$ cat src/rtl/reg_conv_pkg.sv
/*
 constants and types for the register bank with set, clear and toggle aliases.
 assumes a single clock domain and a simple synchronous register port.
*/
// How it works
// [RULE_01] read/write bits take written values and read them back.
// [RULE_02] read-only bits return hardware value; writes are discarded.
// [RULE_03] write-only bits accept writes; their read data is not defined.
// [RULE_04] reserved bit positions always read as zero.
// [RULE_05] software writes zero into every reserved bit position.
// [RULE_06] power-on and peripheral software reset load reset values, except debug control; power-on reset here also loads DEBUG_RST into debug.
// [RULE_07] base register and its alias read back identical contents.
// [RULE_08] a one written to the clear alias clears that base bit.
// [RULE_09] a one written to the set alias sets that base bit.
// [RULE_10] a one written to the toggle alias inverts that base bit.
// [RULE_11] alias writes change the base register in one access.
// [RULE_12] zero bits in an alias write leave base bits unchanged.
package reg_conv_pkg;
   localparam int          DATA_W       = 8;
   localparam int          ADDR_W       = 4;
   // register indices
   localparam logic [3:0]  ADDR_CTRL    = 4'h0;
   localparam logic [3:0]  ADDR_OUT     = 4'h1;
   localparam logic [3:0]  ADDR_OUTCLR  = 4'h2;
   localparam logic [3:0]  ADDR_OUTSET  = 4'h3;
   localparam logic [3:0]  ADDR_OUTTGL  = 4'h4;
   localparam logic [3:0]  ADDR_STATUS  = 4'h5;
   localparam logic [3:0]  ADDR_CMD     = 4'h6;
   localparam logic [3:0]  ADDR_DEBUG   = 4'h7;
   // field masks: ctrl bits 3:0 r/w, upper reserved
   localparam logic [7:0]  CTRL_MASK    = 8'h0F;
   localparam logic [7:0]  STATUS_MASK  = 8'h3F;
   localparam logic [7:0]  DEBUG_MASK   = 8'h01;
   // reset values
   localparam logic [7:0]  CTRL_RST     = 8'h00;
   localparam logic [7:0]  OUT_RST      = 8'h00;
   localparam logic [7:0]  CMD_RST      = 8'h00;
   localparam logic [7:0]  DEBUG_RST    = 8'h00;
   typedef enum logic [1:0] {OP_WRITE, OP_CLEAR, OP_SET, OP_TOGGLE} alias_op_t;
endpackage

$ cat src/rtl/alias_if.sv
/*
 carrier between the bank and its alias register: one write request and held value.
 assumes both ends share mclk.
*/
`timescale 1ns/10ps
interface alias_if #(parameter int W = 8);
   logic                 wr;
   reg_conv_pkg::alias_op_t op;
   logic [W-1:0]         wdata;
   logic [W-1:0]         value;
   modport bank  (output wr, output op, output wdata, input value);
   modport store (input wr, input op, input wdata, output value);
endinterface

$ cat src/rtl/reg_bank.sv
/*
 small peripheral register bank showing r/w, r, w, reserved and alias behaviour.
 assumes a synchronous register port on mclk with one-cycle read latency.
*/
`timescale 1ns/10ps
module reg_bank
   import reg_conv_pkg::*;
(
   input  wire logic                      mclk,
   input  wire logic                      reset,
   input  wire logic                      soft_reset,
   input  wire logic                      wr_en,
   input  wire logic                      rd_en,
   input  wire logic [ADDR_W-1:0]         addr,
   input  wire logic [DATA_W-1:0]         wdata,
   input  wire logic [5:0]                hw_status,
   output logic      [DATA_W-1:0]         rdata,
   output logic                           rvalid,
   output logic      [3:0]                ctrl_out,
   output logic      [DATA_W-1:0]         port_out,
   output logic                           cmd_pulse,
   output logic      [DATA_W-1:0]         cmd_data,
   output logic                           debug_out
);
   import reg_conv_pkg::*;

   alias_if #(.W(DATA_W)) out_bus ();

   logic [DATA_W-1:0] ctrl;
   logic [DATA_W-1:0] next_ctrl;
   logic [DATA_W-1:0] debug;
   logic [DATA_W-1:0] next_debug;
   logic [DATA_W-1:0] next_rdata;
   logic              next_rvalid;
   logic              next_cmd_pulse;
   logic [DATA_W-1:0] next_cmd_data;
   logic [DATA_W-1:0] read_mux;

   alias_register #(
      .W     (DATA_W),
      .RST   (OUT_RST)
   ) u_out (
      .mclk       (mclk),
      .reset      (reset),
      .soft_reset (soft_reset),
      .port       (out_bus)
   );

   // alias decode: one access reaches the base register
   always_comb begin
      out_bus.wr    = 1'b0;
      out_bus.op    = OP_WRITE;
      out_bus.wdata = wdata;
      if (wr_en) begin
         case (addr)
            ADDR_OUT: begin
               out_bus.wr = 1'b1;
               out_bus.op = OP_WRITE; // RULE_01
            end
            ADDR_OUTCLR: begin
               out_bus.wr = 1'b1;
               out_bus.op = OP_CLEAR; // RULE_11
            end
            ADDR_OUTSET: begin
               out_bus.wr = 1'b1;
               out_bus.op = OP_SET; // RULE_11
            end
            ADDR_OUTTGL: begin
               out_bus.wr = 1'b1;
               out_bus.op = OP_TOGGLE; // RULE_11
            end
            default: out_bus.wr = 1'b0;
         endcase
      end
   end

   // ctrl, debug and write-only command registers
   always_comb begin
      next_ctrl      = ctrl;
      next_debug     = debug;
      next_cmd_pulse = 1'b0;
      next_cmd_data  = cmd_data;
      if (soft_reset) begin
         next_ctrl     = CTRL_RST; // RULE_06
         next_cmd_data = CMD_RST;
      end else if (wr_en) begin
         case (addr)
            ADDR_CTRL: next_ctrl = wdata & CTRL_MASK; // RULE_01 RULE_04
            ADDR_CMD: begin
               next_cmd_pulse = 1'b1; // RULE_03
               next_cmd_data  = wdata;
            end
            default: next_ctrl = ctrl; // status writes dropped RULE_02
         endcase
      end
      // debug control survives peripheral software reset
      if (wr_en && addr == ADDR_DEBUG) begin
         next_debug = wdata & DEBUG_MASK; // RULE_06
      end
   end

   always_comb begin
      case (addr)
         ADDR_CTRL:   read_mux = ctrl & CTRL_MASK; // RULE_04
         ADDR_OUT:    read_mux = out_bus.value; // RULE_07
         ADDR_OUTCLR: read_mux = out_bus.value; // RULE_07
         ADDR_OUTSET: read_mux = out_bus.value; // RULE_07
         ADDR_OUTTGL: read_mux = out_bus.value; // RULE_07
         ADDR_STATUS: read_mux = {2'b00, hw_status} & STATUS_MASK; // RULE_02 RULE_04
         ADDR_CMD:    read_mux = '0; // RULE_03
         ADDR_DEBUG:  read_mux = debug & DEBUG_MASK;
         default:     read_mux = '0;
      endcase
      next_rdata  = rd_en ? read_mux : rdata;
      next_rvalid = rd_en;
   end

   always_ff @(posedge mclk or posedge reset) begin
      if (reset) begin
         ctrl      <= CTRL_RST;
         debug     <= DEBUG_RST;
         rdata     <= '0;
         rvalid    <= 1'b0;
         cmd_pulse <= 1'b0;
         cmd_data  <= CMD_RST;
         ctrl_out  <= CTRL_RST[3:0];
         port_out  <= OUT_RST;
         debug_out <= 1'b0;
      end else begin
         ctrl      <= next_ctrl;
         debug     <= next_debug;
         rdata     <= next_rdata;
         rvalid    <= next_rvalid;
         cmd_pulse <= next_cmd_pulse;
         cmd_data  <= next_cmd_data;
         ctrl_out  <= next_ctrl[3:0];
         port_out  <= out_bus.value;
         debug_out <= next_debug[0];
      end
   end
endmodule

$ cat src/rtl/alias_register.sv
/*
 base register with clear, set and toggle alias updates.
 assumes the bank decodes the alias address into an operation.
*/
`timescale 1ns/10ps
module alias_register
   import reg_conv_pkg::*;
#(
   parameter int          W     = 8,
   parameter logic [W-1:0] RST  = '0
)(
   input  wire logic      mclk,
   input  wire logic      reset,
   input  wire logic      soft_reset,
   alias_if.store         port
);
   logic [W-1:0] value;
   logic [W-1:0] next_value;

   always_comb begin
      next_value = value;
      if (soft_reset) begin
         next_value = RST; // RULE_06
      end else if (port.wr) begin
         case (port.op)
            OP_WRITE:  next_value = port.wdata;
            OP_CLEAR:  next_value = value & ~port.wdata; // RULE_08 RULE_12
            OP_SET:    next_value = value | port.wdata; // RULE_09 RULE_12
            OP_TOGGLE: next_value = value ^ port.wdata; // RULE_10 RULE_12
            default:   next_value = value;
         endcase
      end
   end

   always_ff @(posedge mclk or posedge reset) begin
      if (reset) begin
         value <= RST;
      end else begin
         value <= next_value;
      end
   end

   assign port.value = value;
endmodule

$ cat config.mk
export PLATFORM = sky130hd
export DESIGN_NAME = reg_bank
export DESIGN_NICKNAME = d
export VERILOG_FILES = /design/src/rtl/reg_conv_pkg.sv /design/src/rtl/alias_if.sv /design/src/rtl/reg_bank.sv /design/src/rtl/alias_register.sv
export SDC_FILE = /design/constraint.sdc
export NUM_CORES = 1
export LEC_CHECK = 0
export BUFFER_PORTS_ARGS = -buffer_cell sky130_fd_sc_hd__clkbuf_2
export CAP_MARGIN = 20
export CORE_MARGIN = 3
export CORE_UTILIZATION = 30
export CTS_BUF_LIST = sky130_fd_sc_hd__clkbuf_2
export DETAILED_ROUTE_END_ITERATION = 7
export HOLD_SLACK_MARGIN = 0.06
export MAX_ROUTING_LAYER = met4
export PLACE_DENSITY = 0.54
export SLEW_MARGIN = 20
export SYNTH_ARGS = -nofsm -noshare
export SYNTH_HDL_FRONTEND = slang
export SYNTH_SLANG_ARGS = --single-unit
$ cat constraint.sdc
create_clock -name mclk -period 1.3 [get_ports mclk]
set_input_delay 0.065 -clock mclk [delete_from_list [all_inputs] [get_ports mclk]]
set_output_delay 0.065 -clock mclk [all_outputs]
set_load 0.01 [all_outputs]
==> flow_metrics.py <==
metrics = {
    "route": {
        "via_count": 2068,
        "drt_iter0_markers": 81,
        "viasPerCell": 4.81,
        "first_pass_iters": 4,
        "drc": 0,
        "ant_nets": 0,
        "routed_wl_mm": 6.31,
        "routedWlPerCell_um": 14.7,
    },
    "grt": {
        "antenna_found_initial": 0,
        "grt_pass1_vias": 2060,
        "grt.total_usage_pct": 15.4,
        "globalRoute.totalOverflow": 0,
        "grt_start_max_net_pins": 40,
        "grt_pass1_wl_mm": 10.2,
    },
    "die": {
        "num_io_pins": 54,
        "die_x_um": 92.2,
        "coreArea_um2": 6980,
        "start_util_pct": 32.0,
        "die_y_um": 92.2,
        "die_area_um2": 8510,
        "rows": 30,
    },
    "finish": {
        "fin_cells": 430,
        "area_growth_pct": 42.2,
        "ff_latch_area_um2": 980,
        "multiInputGateArea_um2": 1180,
        "num-nets-final": 372,
        "fill_cells": 686,
        "drive_gt1_share_pct": 40.4,
        "diodes": 0,
        "final_area_um2": 3170,
        "fin_util_pct": 45.4,
    },
    "worst_hold_path": {
        "hold_path.class": "in2reg",
        "worstHoldStart": "hw_status[1]",
    },
    "logic_synthesis": {
        "synthFlopType": "dfrtp_1",
        "yosys-top-cells-area": "dfrtp_1, ha_1, nor2_1",
        "syn-num-nets": 269,
        "yosysTopAreaCellShare_pct": 43.7,
        "synth_area_per_cell_um2": 9.70,
        "yosysMostFrequentCell": "dfrtp_1",
        "synth_cells": 230,
        "synth_edf_count": 0,
        "synth_common_cells": "dfrtp_1, nor2_1, inv_1",
        "synth_top_cell_by_area": "dfrtp_1",
        "ys_seq_area_share_pct": 43.7,
        "ys_ff_latch": 39,
        "async_flop_share_pct": 100,
        "ys_warn_count": 0,
        "synthesis.area_um2": 2230,
        "yosysUniqueCellTypes": 35,
    },
    "critical_path": {
        "path_max_fanout": 6,
        "worst_path_max_delay_cell": "dfrtp_2",
        "worst_r2r_startpoint": "u_out.port.value[2]",
        "critical_path_class": "reg2reg",
        "path_cells": "mux2_4, a222oi_1, o22ai_1",
        "cpPeakStageDelay_ns": 0.51,
        "cp-start-kind": "flip-flop",
        "critPathRequiredTime_ns": 1.60,
        "worstPathArrival_ns": 1.65,
        "cp-end-kind": "flip-flop",
        "cp-startpoint": "u_out.port.value[2]",
    },
    "placement": {
        "hpwl_mm": 4.53,
        "numPortBuffers": 53,
        "post-place-cells": 399,
        "gp_congestion": 0.835,
        "dpl-instance-area_um2": 2790,
    },
    "timing": {
        "slew_headroom_pct": 66.7,
        "rsz0062_at_grt": "true",
        "slew_viol_final": 0,
        "holdWs_ns": 0.0979,
        "period_minus_slack_ns": 1.35,
        "skew_ns": 0.0208,
        "max_freq_mhz": 741,
        "setup_slack_ns": -0.0498,
        "worst_pin_slew_ns": 0.499,
        "fin_crit_sh_pct": 104,
        "hold_violations": 0,
        "setup_violations": 4,
    },
    "outcome": {
        "status": "finished, violations left",
        "violations": "negative setup slack",
    },
    "flow_run": {
        "cap_violations": 0,
    },
    "cts": {
        "clk_root_buffer_cell": "clkbuf_2",
        "clkLatencyLatePin_ns": 0.40,
        "cts_tree": "done",
        "htreeDepth": 2,
        "cts_buffers": 5,
        "clk_pin_slew_ns": 0.20,
        "cts.sinks": 39,
        "max-clock-path-buffers": 2,
    },
    "pwr": {
        "p_per_area_nw_per_um2": 765,
        "p_leak_nw": 1.51,
        "totalPowerFinal_w": 0.00243,
        "ir_worst_vdd_mv": 0.421,
    },
}
placed cells by master (no fill, tap or decap), drive strengths merged, types with 2 or more instances in the layout:
cell / n
clkbuf: 60
dfrtp: 39
buf: 39
nor2: 30
inv: 26
nand2: 20
dlygate4sd3: 18
ha: 16
a21oi: 12
o31ai: 9
o22ai: 8
a221oi: 8
mux2i: 8
a22o: 6
nor3: 6
a222oi: 4
nor2b: 4
o21ai: 4
nand3: 3
mux2: 3
a22oi: 2
path summary, 6_finish.rpt:
kind / end / slack [ns] / cells past startpoint
min: rdata[1] / 0.1 / 4
min reg2reg: rdata[7] / 0.54 / 2
max: rdata[2] / -0.05 / 3
min in group asynchronous: cmd_pulse / 0.28 / 4
max reg2reg: rdata[2] / -0.05 / 3
max in group asynchronous: u_out.port.value[0] / 0.63 / 4
per-stage QoR:
step                      setup TNS, ns  setup slack (ns)
after floorplan                       0            0.0741
after global placement           -0.136           -0.0406
after detailed placement         -0.398           -0.0515
after CTS                      -0.00708          -0.00708
after global routing             -0.395           -0.0981
final                            -0.129           -0.0498
kinds of logic after synthesis:
group           Yosys count  share of synthesized area (%)
compound gates           54                           18.3
fa+ha+maj                16                           8.97
buf+inv                  40                           8.75
flops                    39                           43.7
mux                      11                           5.10
simple gates             70                           15.1
per-layer routing:
metal	share of wire, %	GRT usage (%)	vias up
met3	3.9	2.63	8
met5	0	-	-
met4	0.98	3.71	0
li1	-	-	1008
met1	47	20.1	1003
met2	48	25.1	49
flip-flops by register name, summed over array words and instances (netlist names):
signal            flops
u_out.port.value      8
rvalid                1
debug_out             1
rdata                 8
ctrl                  4
cmd_pulse             1
port_out              8
cmd_data              8
worst max-delay path, delay by kind of cell (launching register included):
kind           cells  cell delay (ns)
flip-flops         1             0.51
AO/OA/AOI/OAI      2             0.47
multiplexers       1             0.28
report_power, final:
group | switching [W] | internal (W) | total [W]
Clock | 0.000402 | 0.000147 | 0.000548
Sequential | 0.0000342 | 0.00126 | 0.00130
Combinational | 0.000313 | 0.000270 | 0.000583
Total | 0.000749 | 0.00168 | 0.00243
repair_timing:
| action | 4_1_cts | 5_1_grt |
|---|---|---|
| hold buffers | 18 | 0 |
| resized for setup | 4 | 28 |
| endpoints found under the setup margin | 7 | 22 |
| pin swaps | 2 | 21 |
| buffers inserted | 2 | 3 |
| hold endpoints to repair | 69 | 0 |
cell type report:
| type | count | area share (%) |
|---|---|---|
| Multi-Input combinational cell | 151 | 37.1 |
| Tap cell | 96 | 3.79 |
| Timing Repair Buffer | 110 | 23.9 |
| Inverter | 26 | 3.08 |
| Sequential cell | 39 | 30.9 |
| Clock buffer | 7 | 1.10 |
| Clock inverter | 1 | 0.158 |
(Power assumes the default switching activity.)
